<file path="config.mk">
export PLATFORM = sky130hd
export DESIGN_NAME = nch_host
export DESIGN_NICKNAME = d
export VERILOG_FILES = /design/src/rtl/nch_pkg.sv /design/src/rtl/nch_cyc_if.sv /design/src/rtl/nch_cyc_eng.sv /design/src/rtl/nch_host.sv
export VERILOG_INCLUDE_DIRS = /design/src /design/src/rtl
export SDC_FILE = /design/constraint.sdc
export NUM_CORES = 1
export LEC_CHECK = 0
export BUFFER_PORTS_ARGS = -buffer_cell sky130_fd_sc_hd__buf_2
export CORE_MARGIN = 4
export CORE_UTILIZATION = 30
export DETAILED_ROUTE_END_ITERATION = 16
export PLACE_DENSITY = 0.46
export SLEW_MARGIN = 20
export SYNTH_ARGS = -nofsm -noshare
export SYNTH_HDL_FRONTEND = slang
export SYNTH_HIERARCHICAL = 1
export SYNTH_SLANG_ARGS = --single-unit
</file>
<file path="constraint.sdc">
create_clock -name sys_clk -period 4.7 [get_ports sys_clk]
set_clock_uncertainty 0.05 [all_clocks]
set_input_delay 1.175 -clock sys_clk [delete_from_list [all_inputs] [get_ports sys_clk]]
set_output_delay 1.175 -clock sys_clk [all_outputs]
set_load 0.02 [all_outputs]
</file>
<file path="src/rtl/nch_defines.svh">
`ifndef NCH_DEFINES_SVH
`define NCH_DEFINES_SVH

// ****************************************************************
// Command bytes
// ****************************************************************
`define NCH_CMD_COL_READ 8'h05
`define NCH_CMD_PLANE_READ 8'h06
`define NCH_CMD_CONFIRM 8'hE0
`define NCH_CMD_COL_INPUT 8'h85
`define NCH_CMD_STATUS_ENH 8'h78

// ****************************************************************
// Row address field positions
// ****************************************************************
`define NCH_PLANE_BIT 6
`define NCH_LUN_BIT 17

// ****************************************************************
// Timing
// ****************************************************************
`define NCH_CLK_MHZ 50
`define NCH_T_CMD_TO_OUTPUT_NS 60
`define NCH_T_ADDR_TO_DATA_NS 70
`define NCH_WHR_CYC ((`NCH_T_CMD_TO_OUTPUT_NS * `NCH_CLK_MHZ + 999) / 1000)
`define NCH_ADL_CYC ((`NCH_T_ADDR_TO_DATA_NS * `NCH_CLK_MHZ + 999) / 1000)
`define NCH_WR_LOW_CYC 1
`define NCH_RD_LOW_CYC 3
`define NCH_HIGH_CYC 1

`endif

</file>
<file path="src/rtl/nch_pkg.sv">
package nch_pkg;

  // ****************************************************************
  // Host operations and bus cycle kinds
  // ****************************************************************
  typedef enum logic [2:0] {
    OP_COL_READ = 3'h0,
    OP_PLANE_READ = 3'h1,
    OP_COL_INPUT = 3'h2,
    OP_RETARGET = 3'h3,
    OP_STATUS_ENH = 3'h4,
    OP_DATA_RD = 3'h5,
    OP_DATA_WR = 3'h6
  } nch_op_t;

  typedef enum logic [1:0] {
    CYC_CMD = 2'h0,
    CYC_ADDR = 2'h1,
    CYC_DIN = 2'h2,
    CYC_DOUT = 2'h3
  } nch_cyc_t;

  typedef logic [11:0] nch_col_t;
  typedef logic [17:0] nch_row_t;

endpackage : nch_pkg

</file>
<file path="src/rtl/nch_cyc_if.sv">
`timescale 1ns/1ps

// ****************************************************************
// One bus cycle request from sequencer to pin engine
// ****************************************************************
interface nch_cyc_if;
  import nch_pkg::*;
  logic start; // One-cycle request pulse
  nch_cyc_t kind; // Cycle kind
  logic [7:0] wbyte; // Byte to drive
  logic done; // One-cycle completion pulse
  logic [7:0] rbyte; // Byte read on data output cycle
  modport seq (output start, output kind, output wbyte, input done, input rbyte);
  modport eng (input start, input kind, input wbyte, output done, output rbyte);
endinterface : nch_cyc_if

</file>
<file path="src/rtl/nch_cyc_eng.sv">
`timescale 1ns/1ps
`include "nch_defines.svh"

module nch_cyc_eng
  import nch_pkg::*;
(
  input wire logic sys_clk,
  input wire logic rst,
  nch_cyc_if.eng cyc,
  input wire logic [7:0] io_in,
  output logic cle,
  output logic ale,
  output logic we_n,
  output logic re_n,
  output logic [7:0] io_out,
  output logic io_oe
);

  // ****************************************************************
  // State
  // ****************************************************************
  typedef enum logic [3:0] {
    E_IDLE = 4'b0001,
    E_SETUP = 4'b0010,
    E_LOW = 4'b0100,
    E_HIGH = 4'b1000
  } nch_eng_t;

  nch_eng_t state_ff; // Cycle phase
  logic [1:0] cnt_ff; // Phase length counter
  nch_cyc_t kind_ff; // Kind of the cycle in flight
  logic [7:0] io_sync1_ff; // First sync stage of data pins
  logic [7:0] io_sync2_ff; // Second sync stage of data pins
  logic done_ff; // Completion pulse
  logic [7:0] rbyte_ff; // Captured read byte

  assign cyc.done = done_ff;
  assign cyc.rbyte = rbyte_ff;

  // Phase sequencing: setup, strobe low, strobe high
  always_ff @(posedge sys_clk) begin
    if (rst) begin
      state_ff <= E_IDLE;
      cnt_ff <= 2'h0;
      kind_ff <= CYC_CMD;
    end else begin
      unique case (state_ff)
        E_IDLE: begin
          if (cyc.start) begin
            state_ff <= E_SETUP;
            kind_ff <= cyc.kind;
          end
        end
        E_SETUP: begin
          state_ff <= E_LOW;
          cnt_ff <= (kind_ff == CYC_DOUT) ? 2'(`NCH_RD_LOW_CYC - 1) : 2'(`NCH_WR_LOW_CYC - 1);
        end
        E_LOW: begin
          if (cnt_ff == 2'h0) begin
            state_ff <= E_HIGH;
            cnt_ff <= 2'(`NCH_HIGH_CYC - 1);
          end else begin
            cnt_ff <= cnt_ff - 2'h1;
          end
        end
        E_HIGH: begin
          if (cnt_ff == 2'h0) begin
            state_ff <= E_IDLE;
          end else begin
            cnt_ff <= cnt_ff - 2'h1;
          end
        end
      endcase
    end
  end

  // Pin drive: latches held through the whole cycle, strobe in LOW
  always_ff @(posedge sys_clk) begin
    if (rst) begin
      cle <= 1'b0;
      ale <= 1'b0;
      we_n <= 1'b1;
      re_n <= 1'b1;
      io_out <= 8'h00;
      io_oe <= 1'b0;
    end else if (state_ff == E_IDLE && cyc.start) begin
      cle <= (cyc.kind == CYC_CMD);
      ale <= (cyc.kind == CYC_ADDR);
      io_out <= cyc.wbyte;
      io_oe <= (cyc.kind != CYC_DOUT);
    end else if (state_ff == E_SETUP) begin
      // Strobe falls one cycle after latches settle
      if (kind_ff == CYC_DOUT) begin
        re_n <= 1'b0;
      end else begin
        we_n <= 1'b0;
      end
    end else if (state_ff == E_LOW && cnt_ff == 2'h0) begin
      we_n <= 1'b1;
      re_n <= 1'b1;
    end else if (state_ff == E_HIGH && cnt_ff == 2'h0) begin
      cle <= 1'b0;
      ale <= 1'b0;
      io_oe <= 1'b0;
    end
  end

  // Data pins come from outside, two stages before use
  always_ff @(posedge sys_clk) begin
    if (rst) begin
      io_sync1_ff <= 8'h00;
      io_sync2_ff <= 8'h00;
    end else begin
      io_sync1_ff <= io_in;
      io_sync2_ff <= io_sync1_ff;
    end
  end

  // Read capture at the end of RE low, completion pulse at the end of the strobe high phase
  always_ff @(posedge sys_clk) begin
    if (rst) begin
      done_ff <= 1'b0;
      rbyte_ff <= 8'h00;
    end else begin
      done_ff <= (state_ff == E_HIGH && cnt_ff == 2'h0);
      if (state_ff == E_LOW && cnt_ff == 2'h0 && kind_ff == CYC_DOUT) begin
        rbyte_ff <= io_sync2_ff;
      end
    end
  end
endmodule : nch_cyc_eng

</file>
<file path="src/rtl/nch_host.sv">
`timescale 1ns/1ps
// Operation
// - 05h, two column cycles, then E0h
// - Wait command-to-output delay after E0h
// - Enhanced status before 05h on multi-die
// - 06h, two column, three row, E0h
// - 06h-E0h selects plane, may repeat
// - Enhanced status before 06h while busy (code refuses 06h unless ready and array_idle_flag set)
// - 85h, two column, then address-to-data delay
// - 85h only inside open program sequence
// - Retarget: 85h, five cycles, then delay
// - Retarget keeps die and plane bits
// - Retarget may mix with column reads
// - 85h overwrites bytes in internal move
`include "nch_defines.svh"

module nch_host
  import nch_pkg::*;
(
  input wire logic sys_clk,
  input wire logic rst,
  input wire logic req_valid,
  output logic req_ready,
  input wire nch_op_t req_op,
  input wire nch_col_t req_col,
  input wire nch_row_t req_row,
  input wire logic [7:0] req_wdata,
  output logic rsp_valid,
  output logic rsp_err,
  output logic [7:0] rsp_rdata,
  input wire logic array_idle_flag,
  input wire logic prog_open,
  input wire nch_row_t prog_row,
  input wire logic multi_die,
  input wire logic multi_die_start,
  output nch_col_t col_ptr,
  output logic ce_n,
  output logic cle,
  output logic ale,
  output logic we_n,
  output logic re_n,
  output logic [7:0] io_out,
  output logic io_oe,
  input wire logic [7:0] io_in,
  input wire logic rb_n
);

  // ****************************************************************
  // Functions
  // ****************************************************************
  // Opening command byte of each operation
  function automatic logic [7:0] cmd_byte(input nch_op_t op);
    case (op)
      OP_COL_READ: return `NCH_CMD_COL_READ;
      OP_PLANE_READ: return `NCH_CMD_PLANE_READ;
      OP_STATUS_ENH: return `NCH_CMD_STATUS_ENH;
      default: return `NCH_CMD_COL_INPUT;
    endcase
  endfunction : cmd_byte

  // Number of bus cycles of each operation
  function automatic logic [2:0] seq_len(input nch_op_t op);
    case (op)
      OP_COL_READ: return 3'h4;
      OP_PLANE_READ: return 3'h7;
      OP_COL_INPUT: return 3'h3;
      OP_RETARGET: return 3'h6;
      OP_STATUS_ENH: return 3'h4;
      default: return 3'h1;
    endcase
  endfunction : seq_len

  // Address byte by index: two column bytes then three row bytes
  function automatic logic [7:0] addr_byte(input nch_col_t col, input nch_row_t row,
                                           input logic [2:0] idx);
    case (idx)
      3'h0: return col[7:0];
      3'h1: return {4'h0, col[11:8]};
      3'h2: return row[7:0];
      3'h3: return row[15:8];
      default: return {6'h00, row[17:16]};
    endcase
  endfunction : addr_byte

  // Kind and byte of one step of an operation
  function automatic logic [9:0] seq_step(input nch_op_t op, input logic [2:0] step,
                                          input nch_col_t col, input nch_row_t row,
                                          input logic [7:0] wdata);
    logic [2:0] idx;
    idx = (op == OP_STATUS_ENH) ? 3'(step + 3'h1) : 3'(step - 3'h1);
    if (op == OP_DATA_RD) begin
      return {CYC_DOUT, 8'h00};
    end else if (op == OP_DATA_WR) begin
      return {CYC_DIN, wdata};
    end else if (step == 3'h0) begin
      return {CYC_CMD, cmd_byte(op)};
    end else if ((op == OP_COL_READ || op == OP_PLANE_READ) &&
                 step == 3'(seq_len(op) - 3'h1)) begin
      return {CYC_CMD, `NCH_CMD_CONFIRM};
    end else begin
      return {CYC_ADDR, addr_byte(col, row, idx)};
    end
  endfunction : seq_step

  // Wait after an operation before data may move
  function automatic logic [2:0] wait_for(input nch_op_t op);
    case (op)
      OP_COL_READ, OP_PLANE_READ, OP_STATUS_ENH: return 3'(`NCH_WHR_CYC);
      OP_COL_INPUT, OP_RETARGET: return 3'(`NCH_ADL_CYC);
      default: return 3'h0;
    endcase
  endfunction : wait_for

  // ****************************************************************
  // Declarations
  // ****************************************************************
  typedef enum logic [2:0] {
    S_IDLE = 3'b001,
    S_RUN = 3'b010,
    S_WAIT = 3'b100
  } nch_seq_t;

  nch_seq_t state_ff; // Sequencer state
  nch_seq_t nxt_state; // Next sequencer state
  logic rb_sync1_ff; // First sync stage of ready pin
  logic rb_sync2_ff; // Ready flag as seen by logic
  logic ready_ff; // Request port ready
  logic ce_n_ff; // Chip enable
  nch_op_t op_ff; // Operation in flight
  nch_col_t col_ff; // Its column
  nch_row_t row_ff; // Its row
  logic [7:0] wdata_ff; // Its write byte
  logic [2:0] step_ff; // Current step
  logic [2:0] wait_ff; // Remaining wait cycles
  logic start_ff; // Cycle start pulse
  nch_cyc_t kind_ff; // Cycle kind to engine
  logic [7:0] wbyte_ff; // Cycle byte to engine
  logic rsp_valid_ff; // Answer pulse
  logic rsp_err_ff; // Answer refused flag
  logic [7:0] rsp_rdata_ff; // Answer read byte
  logic out_mode_ff; // Die in data output mode
  logic in_mode_ff; // Die in data input mode
  logic stat_mode_ff; // Die in status output mode
  logic lun_sel_ff; // One die selected by enhanced status
  nch_col_t col_ptr_ff; // Host copy of column pointer
  logic refuse; // Request breaks an acceptance condition
  logic accept; // Request taken
  logic last_step; // Current step is the final one
  logic finish; // Operation completes this cycle
  logic advance; // Move to next step
  logic [9:0] nxt_cyc; // Next cycle kind and byte
  logic same_die_plane; // Retarget keeps die and plane

  nch_cyc_if u_cyc();

  nch_cyc_eng u_eng (
    .sys_clk(sys_clk),
    .rst(rst),
    .cyc(u_cyc.eng),
    .io_in(io_in),
    .cle(cle),
    .ale(ale),
    .we_n(we_n),
    .re_n(re_n),
    .io_out(io_out),
    .io_oe(io_oe)
  );

  assign u_cyc.start = start_ff;
  assign u_cyc.kind = kind_ff;
  assign u_cyc.wbyte = wbyte_ff;
  assign req_ready = ready_ff;
  assign rsp_valid = rsp_valid_ff;
  assign rsp_err = rsp_err_ff;
  assign rsp_rdata = rsp_rdata_ff;
  assign col_ptr = col_ptr_ff;
  assign ce_n = ce_n_ff;

  // ****************************************************************
  // Acceptance
  // ****************************************************************
  assign same_die_plane = (req_row[`NCH_LUN_BIT] == prog_row[`NCH_LUN_BIT]) &&
                          (req_row[`NCH_PLANE_BIT] == prog_row[`NCH_PLANE_BIT]);

  // Refuse operations the die would not take in its present state
  always_comb begin
    unique case (req_op)
      OP_COL_READ: refuse = !rb_sync2_ff || (multi_die && !lun_sel_ff);
      OP_PLANE_READ: refuse = !(rb_sync2_ff && array_idle_flag);
      OP_COL_INPUT: refuse = !rb_sync2_ff || !prog_open;
      OP_RETARGET: refuse = !rb_sync2_ff || !prog_open || !same_die_plane;
      OP_STATUS_ENH: refuse = 1'b0;
      OP_DATA_RD: refuse = !(out_mode_ff || stat_mode_ff);
      OP_DATA_WR: refuse = !in_mode_ff;
      default: refuse = 1'b1;
    endcase
  end

  assign accept = (state_ff == S_IDLE) && ready_ff && req_valid && !refuse;
  assign last_step = (step_ff == 3'(seq_len(op_ff) - 3'h1));
  assign finish = (state_ff == S_RUN) && u_cyc.done && last_step;
  assign advance = (state_ff == S_RUN) && u_cyc.done && !last_step;
  assign nxt_cyc = accept ? seq_step(req_op, 3'h0, req_col, req_row, req_wdata) :
                   seq_step(op_ff, 3'(step_ff + 3'h1), col_ff, row_ff, wdata_ff);

  // ****************************************************************
  // Sequencer
  // ****************************************************************
  // Next state
  always_comb begin
    nxt_state = state_ff;
    unique case (state_ff)
      S_IDLE: begin
        if (accept) begin
          nxt_state = S_RUN;
        end
      end
      S_RUN: begin
        if (finish) begin
          nxt_state = (wait_for(op_ff) != 3'h0) ? S_WAIT : S_IDLE;
        end
      end
      S_WAIT: begin
        if (wait_ff == 3'h1) begin
          nxt_state = S_IDLE;
        end
      end
    endcase
  end

  // State and ready register
  always_ff @(posedge sys_clk) begin
    if (rst) begin
      state_ff <= S_IDLE;
      ready_ff <= 1'b0;
      ce_n_ff <= 1'b1;
    end else begin
      state_ff <= nxt_state;
      ready_ff <= (nxt_state == S_IDLE);
      ce_n_ff <= 1'b0;
    end
  end

  // Ready pin sync
  always_ff @(posedge sys_clk) begin
    if (rst) begin
      rb_sync1_ff <= 1'b0;
      rb_sync2_ff <= 1'b0;
    end else begin
      rb_sync1_ff <= rb_n;
      rb_sync2_ff <= rb_sync1_ff;
    end
  end

  // Request capture and step counter
  always_ff @(posedge sys_clk) begin
    if (rst) begin
      op_ff <= OP_COL_READ;
      col_ff <= 12'h000;
      row_ff <= 18'h00000;
      wdata_ff <= 8'h00;
      step_ff <= 3'h0;
    end else if (accept) begin
      op_ff <= req_op;
      col_ff <= req_col;
      row_ff <= req_row;
      wdata_ff <= req_wdata;
      step_ff <= 3'h0;
    end else if (advance) begin
      step_ff <= step_ff + 3'h1;
    end
  end

  // Bus cycle requests to the engine
  always_ff @(posedge sys_clk) begin
    if (rst) begin
      start_ff <= 1'b0;
      kind_ff <= CYC_CMD;
      wbyte_ff <= 8'h00;
    end else begin
      start_ff <= accept || advance;
      if (accept || advance) begin
        kind_ff <= nch_cyc_t'(nxt_cyc[9:8]);
        wbyte_ff <= nxt_cyc[7:0];
      end
    end
  end

  // Host wait after the final cycle
  always_ff @(posedge sys_clk) begin
    if (rst) begin
      wait_ff <= 3'h0;
    end else if (finish) begin
      wait_ff <= wait_for(op_ff);
    end else if (state_ff == S_WAIT) begin
      wait_ff <= wait_ff - 3'h1;
    end
  end

  // Answers
  always_ff @(posedge sys_clk) begin
    if (rst) begin
      rsp_valid_ff <= 1'b0;
      rsp_err_ff <= 1'b0;
      rsp_rdata_ff <= 8'h00;
    end else begin
      rsp_valid_ff <= finish || (state_ff == S_IDLE && ready_ff && req_valid && refuse);
      rsp_err_ff <= (state_ff == S_IDLE && ready_ff && req_valid && refuse);
      if (finish && op_ff == OP_DATA_RD) begin
        rsp_rdata_ff <= u_cyc.rbyte;
      end
    end
  end

  // Die mode tracking; any command ends the previous mode
  always_ff @(posedge sys_clk) begin
    if (rst) begin
      out_mode_ff <= 1'b0;
      in_mode_ff <= 1'b0;
      stat_mode_ff <= 1'b0;
    end else if (finish && op_ff != OP_DATA_RD && op_ff != OP_DATA_WR) begin
      out_mode_ff <= (op_ff == OP_COL_READ || op_ff == OP_PLANE_READ);
      in_mode_ff <= (op_ff == OP_COL_INPUT || op_ff == OP_RETARGET);
      stat_mode_ff <= (op_ff == OP_STATUS_ENH);
    end
  end

  // Die selection; a new selection wins over a multi-die start
  always_ff @(posedge sys_clk) begin
    if (rst) begin
      lun_sel_ff <= 1'b0;
    end else if (finish && op_ff == OP_STATUS_ENH) begin
      lun_sel_ff <= 1'b1;
    end else if (multi_die_start) begin
      lun_sel_ff <= 1'b0;
    end
  end

  // Column pointer copy
  always_ff @(posedge sys_clk) begin
    if (rst) begin
      col_ptr_ff <= 12'h000;
    end else if (finish && (op_ff == OP_DATA_RD || op_ff == OP_DATA_WR)) begin
      col_ptr_ff <= col_ptr_ff + 12'h001;
    end else if (finish && op_ff != OP_STATUS_ENH) begin
      col_ptr_ff <= col_ff;
    end
  end
endmodule : nch_host

</file>
== Word-level counts from Yosys, hierarchy flattened ==
Cells that the tools add are included.
Storage, ports and cells
  flip-flop bits (word level): 137
  input port bits: 75
  output and inout port bits: 37
Operators by class
  $add $sub $neg: 8
  equal/unequal tests: 42
  mux-type cells: 50
  bitwise logic cells: 1
  reductions and logical operators: 62
Operator list (number)
  $mux W10: 5
  $pmux W8 S3: 2
  $mux W3: 12
  $pmux W8 S4: 1
  $mux W12: 2
  $eq A3 B2 Y1 const B: 7
  $eq A3 B3 Y1 const B: 7
  $logic_and A1 B1 Y1: 21
  $eq A3 B1 Y1 const B: 6
  $mux W9: 2
  $pmux W4 S4: 1
  $mux W1: 14
  $add A12 B1 Y12 const B: 1
  $logic_not A3 Y1: 4
  $mux W4: 3
  $ne A2 B2 Y1 const B: 6
  $pmux W3 S4: 1
  $reduce_and A3 Y1: 4
  $sub A3 B1 Y3 const B: 4
  $reduce_bool A2 Y1: 5
  $logic_not A1 Y1: 9
  $logic_or A1 B1 Y1: 9
  $ne A3 B3 Y1 const B: 3
  $pmux W3 S3: 1
  21 further kinds: 33

== Depth between registers and ports, before layout ==
  depth in word-level cells: 14
  depth in mapped cells: 10

== By module ==
Netlist, hierarchy kept.
By module, submodules not included
  nch_host: times used 1, cells an instance 626, area each 4906.0 um2, sequential area each 1821.7 um2
  nch_cyc_eng: times used 1, cells an instance 173, area each 1750.4 um2, sequential area each 920.9 um2

== Worst setup path after synthesis ==
No wires, ideal clock.
  path type: in2reg
  from: input req_op[2]
  to: register wbyte_ff[4] (netlist: u_cyc.wbyte[4])
  library setup time: 119 ps
  arrival: 2656 ps
  slack: 1876 ps
  stages on the path: 9
  path through: buf_2 -> mux2i_1 -> o21ai_0 -> o211ai_1 -> or2_2 -> clkbuf_1 -> buf_2 -> nand2_1 -> o221a_2
Between the ends
  cells in the longest elaborated chain, start to end: 5
  elaborated cells between the ends (all ways): 15
  those cells by class: eq/ne (6); mux (5); reduce/logical (4)
RTL lines
  from (decl): RTL line nch_host.sv:24  | input wire nch_op_t req_op,
  $eq A3 B3 Y1 (tied with other cells): RTL line nch_host.sv:53, nch_host.sv:187
  $pmux W8 S3 or $pmux W1 S7 (tied branches): RTL line nch_host.sv:53, nch_host.sv:187
  $mux W10 or $logic_not A1 Y1 (tied branches): RTL line nch_host.sv:93, nch_host.sv:199
  $mux W10 or $logic_and A1 B1 Y1 (tied branches): RTL line nch_host.sv:91, nch_host.sv:199
  $mux W10 or $logic_or A1 B1 Y1 (tied branches): RTL line nch_host.sv:203, nch_host.sv:282
  to (signal assigned): RTL line nch_host.sv:284  | wbyte_ff <= nxt_cyc[7:0];
  to (decl): RTL line nch_host.sv:137  | logic [7:0] wbyte_ff;
Parallel ways exist; a longest one is shown, timed or not.
A chain may end at the register's enable or synchronous reset.

== Worst setup path in the final report ==
  from: register op_ff[0]
  to: register col_ptr_ff[6] (netlist: col_ptr[6])
Between the ends
  cells in the longest elaborated chain, start to end: 8
  elaborated cells between the ends (all ways): 18
  those cells by class: add/sub (1); eq/ne (8); mux (2); reduce/logical (7)
RTL lines
  from (decl): RTL line nch_host.sv:129  | nch_op_t op_ff;
  from (signal assigned): RTL line nch_host.sv:264  | op_ff <= req_op;
  $eq A3 B3 Y1 or $logic_not A3 Y1 (tied branches): RTL line nch_host.sv:63  | case (op)
  $reduce_or A2 Y1 (no source line)
  $pmux W3 S4: RTL line nch_host.sv:63
  $sub A3 B1 Y3: RTL line nch_host.sv:200  | assign last_step = (step_ff == 3'(seq_len(op_ff) - 3'h1));
  $eq A3 B3 Y1: RTL line nch_host.sv:200
  $logic_and A1 B1 Y1: RTL line nch_host.sv:201  | assign finish = (state_ff == S_RUN) && u_cyc.done && last_step;
  $logic_and A1 B1 Y1, on equally long branches: RTL line nch_host.sv:343, nch_host.sv:345
  $mux W12 or $reduce_bool A2 Y1 (tied branches)
  to (signal assigned): RTL line nch_host.sv:344  | col_ptr_ff <= col_ptr_ff + 12'h001;
  to (signal assigned): RTL line nch_host.sv:346  | col_ptr_ff <= col_ff;
  to (decl): RTL line nch_host.sv:145  | nch_col_t col_ptr_ff;
Parallel ways exist; a longest one is shown, timed or not.

==> flow_summary.rst <==
.. list-table::
   :header-rows: 1

   * - Metric
     - Value
   * - Run status
     - finished, final reports clean
   * - Ordered cell list for the critical path
     - and2b_1 > a311oi_2 > a211o_1 > nor2_2 > o21ai_0 > a221oi_1
   * - Max-cap check violation count
     - 0
   * - Wire length of the first global-routing pass
     - roughly 31 mm
   * - Synthesized area divided by synthesized cell count
     - ~8.3 µm²
   * - Starting density of the core
     - 30.5%
   * - Sink Count
     - between 100 and 150
   * - Switching power
     - slightly above 0.7 mW
   * - Total CTS buffers
     - 17
   * - Post-Synthesis Cell Area
     - 6660 µm²
   * - Clock Pin Slew Worst Setup and Hold Paths
     - 0.07 ns
   * - Horizontal die dimension
     - between 150 and 200 µm
   * - Kind of critical path
     - flop to flop
   * - Worst Tran Pin Value
     - 0.873 ns
   * - Final routed wirelength across all metal layers
     - ~19 mm
   * - Die boundary height
     - 157 µm
   * - Delay contributed by the slowest stage of the critical path
     - 0.78 ns
   * - Final clock period utilization by the worst path
     - 64.0%
   * - Critical path peak fanout
     - 21
   * - Violation count after the first detailed-routing iteration
     - between 400 and 500
   * - Worst r2r path cells
     - 6
   * - Sequential element share of the synthesized area
     - 41.2%
   * - Slowest cell on crit path
     - sky130_fd_sc_hd__dfxtp_1
   * - Cell-internal power
     - around 1.9 mW
   * - Endpoint required time on the critical path
     - 4.97 ns
   * - Total Die Area
     - about 25000 µm²
   * - Filler Cell Count
     - 2335
   * - Switching part of the total power
     - 26.7%
   * - Total congestion overflow after global routing
     - 0
   * - Proportion of power drawn by the clock network
     - about half
   * - Number of global-route vias before repair
     - between 5000 and 6000
   * - Number of hold buffers added after cts
     - 0
   * - Endpoints failing setup
     - 0
   * - Post-synth top flop
     - sky130_fd_sc_hd__dfxtp_1
   * - Number of nets in the synthesized netlist
     - 882
   * - Deepest level of the CTS H-tree
     - 4
   * - Number of enable flip-flop cells after synthesis
     - 0
   * - Worst slew margin relative to its limit
     - a little over two fifths
   * - Mean number of vias per cell
     - 5.00
   * - Pin count of the biggest net entering global routing
     - 66
   * - Count of cells resized by post-cts repair
     - 0
   * - Later-pin clock latency in the skew report
     - 0.43 ns
   * - Count of yosys warnings during synthesis
     - 6
   * - Fin. max-slew vios
     - 0
   * - Area used by sequential logic in the layout
     - between 2000 and 3000 µm²
   * - Number of synthesized register bits
     - 137
   * - RSZ-0062 raised after global routing
     - false
   * - Number of antenna diodes
     - 0
   * - Critical Path Sink Type
     - flop
   * - Number of rows created at floorplan
     - 54
   * - Unique cell type count in the Yosys netlist
     - 79
   * - Largest voltage drop on the vdd net
     - 0.225 mV
   * - Maximum count of clock buffers along a single path
     - 2
   * - Number of vias after detailed routing
     - around 5800
   * - Growth of design area from synthesis to finish
     - 17.9%
   * - Top achievable clock speed
     - around 0.33 GHz
   * - Min-Delay Path Depth
     - 1
   * - Final HPWL from detailed placement
     - between 10 and 15 mm
   * - Sequential cell fraction of total power
     - 45.7%
   * - Number of failing hold endpoints at the final stage
     - 0
   * - Final setup TNS
     - 0 ns
   * - Gate count after technology mapping
     - 799
   * - Async set-reset flop share out of synthesis
     - 0%
   * - Shortest period the worst path allows
     - 3.01 ns
   * - Setup bufs post-CTS
     - 0
   * - Global-route total usage across every layer
     - 15.8%
   * - # nets final
     - 950
   * - Combinational cell fraction of total power
     - ~6.2%
   * - Number of top-level pins
     - about 110
   * - Leakage component of the power
     - about 3 nW
   * - Multi-input combinational cell area
     - 3580 µm²
   * - Number of iterations in the first detailed-routing pass
     - 5
   * - WP data arrival
     - 3.28 ns
   * - Antenna Violating Nets Remaining
     - 0
   * - Startpoint kind of the worst setup timing path
     - flop
   * - Min-Delay Path Class
     - flop to flop
   * - Root buffer selected by CTS
     - sky130_fd_sc_hd__clkbuf_16
   * - Final weighted congestion in routability-driven placement
     - 0.828
   * - TritonCTS clock tree
     - done
   * - Average routed wire per standard cell
     - between 15 and 20 µm
   * - Total core area
     - 21800 µm²
   * - Ratio of total power to cell area
     - between 300 and 400 nW/µm²
   * - Number of buffer cells added on primary ports
     - 95
   * - Initial antenna violation count
     - 0
   * - Ratio of cells with drive above 1 in the final layout
     - between 10% and 20%
   * - DRC violation count after routing
     - 0
   * - Hold Worst Slack
     - 0.387 ns
[cell usage after synthesis, types with 5 or more instances]
master,n,area share (%)
sky130_fd_sc_hd__nor2b_1,28,2.6
sky130_fd_sc_hd__nor3_1,16,1.2
sky130_fd_sc_hd__nor4_1,8,0.75
sky130_fd_sc_hd__mux2i_1,22,3.3
sky130_fd_sc_hd__o21a_1,6,0.68
sky130_fd_sc_hd__nor3b_1,5,0.56
sky130_fd_sc_hd__nand2b_1,5,0.47
sky130_fd_sc_hd__nor2_1,59,3.3
sky130_fd_sc_hd__a21o_1,6,0.68
sky130_fd_sc_hd__o21ai_0,36,2.7
sky130_fd_sc_hd__inv_1,14,0.79
sky130_fd_sc_hd__ha_1,8,1.5
sky130_fd_sc_hd__xor2_1,5,0.66
sky130_fd_sc_hd__clkbuf_1,30,1.7
sky130_fd_sc_hd__a22oi_1,6,0.68
sky130_fd_sc_hd__buf_6,5,0.85
sky130_fd_sc_hd__a211o_1,7,0.92
sky130_fd_sc_hd__a31oi_1,8,0.75
sky130_fd_sc_hd__and3_1,6,0.56
sky130_fd_sc_hd__nand2_1,140,7.9
sky130_fd_sc_hd__a211oi_1,13,1.5
sky130_fd_sc_hd__nand3_1,24,1.8
sky130_fd_sc_hd__a21oi_1,93,7.0
sky130_fd_sc_hd__buf_2,20,1.5
sky130_fd_sc_hd__dfxtp_1,137,41
sky130_fd_sc_hd__o31ai_1,5,0.56
[worst paths after layout]
path / startpoint / to / slack, ns
worst max-delay path: op_ff[0]$_SDFFE_PP0P_ / col_ptr[6]$_SDFFE_PP0P_ / 1.69
worst min-delay path: u_eng/io_sync1_ff[5]$_SDFF_PP0_ / u_eng/io_sync2_ff[5]$_SDFF_PP0_ / 0.39
worst max register to register: op_ff[0]$_SDFFE_PP0P_ / col_ptr[6]$_SDFFE_PP0P_ / 1.69
worst min register to register: u_eng/io_sync1_ff[5]$_SDFF_PP0_ / u_eng/io_sync2_ff[5]$_SDFF_PP0_ / 0.39
[sequential cells by signal, summed over array words and instances (netlist names), 2 cells and up]
name and flops:
row_ff 18, col_ff 12, col_ptr 12, rsp_rdata 8, u_cyc.wbyte 8, u_eng/cyc.rbyte 8, u_eng/io_out 8, u_eng/io_sync1_ff 8
u_eng/io_sync2_ff 8, wdata_ff 8, u_eng/state_ff 4, op_ff 3, state_ff 3, step_ff 3, wait_ff 3, kind_ff 2
u_eng/cnt_ff 2, u_eng/kind_ff 2
[critical path: cells and delay by family, from the launching register on]
kind             cells  cell delay (ns)
AO/OA/AOI/OAI        4             1.16
flip-flops           1             0.78
AND/OR/NAND/NOR      2             0.91
[layout by cell type (no fill, tap or decap), drive strengths merged, types with 3 or more instances in the layout]
cell type	count
nand2	140
dfxtp	137
buf	107
a21oi	93
nor2	60
o21ai	37
nor2b	28
nand3	24
mux2i	23
inv	22
clkbuf	17
nor3	16
a211oi	15
nor4	9
a31oi	8
ha	8
nor3b	8
a211o	7
xnor2	7
o21a	6
a22oi	6
and3	6
a21o	6
xor2	6
o31ai	5
nand2b	5
nand4	4
mux4	4
o211ai	4
and2	4
mux2	4
a311oi	4
clkinv	4
nand4b	3
nand3b	3
clkinvlp	3
and2b	3
[power by group through the flow]
stage,clock network [mW],registers (mW),logic [mW]
2_1_floorplan,0,1.23,0.116
3_3_place_gp,0,1.24,0.165
3_5_place_dp,0,1.24,0.166
4_1_cts,1.32,1.22,0.166
5_1_grt,1.37,1.22,0.184
6_report,1.28,1.21,0.164
[metrics by stage]
stage / std cells / power [mW] / utilization [%] / setup WS, ns / cell area, µm²
3_3_place_gp: 1128 / 1.41 / 33.4 / 1.24 / 7290
6_report: 1160 / 2.66 / 36.0 / 1.69 / 7850
2_1_floorplan: 799 / 1.35 / - / 1.88 / 6660
3_5_place_dp: 1128 / 1.41 / 33.4 / 1.27 / 7290
4_1_cts: 1160 / 2.70 / 36.0 / 1.71 / 7850
5_1_grt: 1160 / 2.78 / 36.0 / 1.33 / 7850
[per-layer routing]
| metal | vias to the layer above | global-route usage [%] | share of wire [%] |
|---|---|---|---|
| met2 | 159 | 24.3 | 45 |
| met3 | 19 | 3.22 | 4.9 |
| met1 | 2664 | 22.2 | 48 |
| met4 | 0 | 5.08 | 1.5 |
| met5 | - | 0 | 0 |
| li1 | 2959 | - | - |
[logic make-up after synthesis]
logic type	Yosys count	share of synthesized area, %
buffers and inverters	72	5.17
muxes	31	5.66
adders and majority gates	8	1.50
DFF	137	41.2
AOI/OAI and AO/OA	211	20.0
xor gates and xnor gates	13	2.33
and+or+nand+nor	327	24.1
[layout make-up]
cell class                      count  share of cell area (%)
Clock inverter                     15                    1.66
Multi-Input combinational cell    590                    45.6
Tap cell                          280                    4.46
Sequential cell                   137                    35.0
Timing Repair Buffer              107                    7.24
Inverter                           14                   0.670
Clock buffer                       17                    5.42
(Power assumes the default switching activity.)
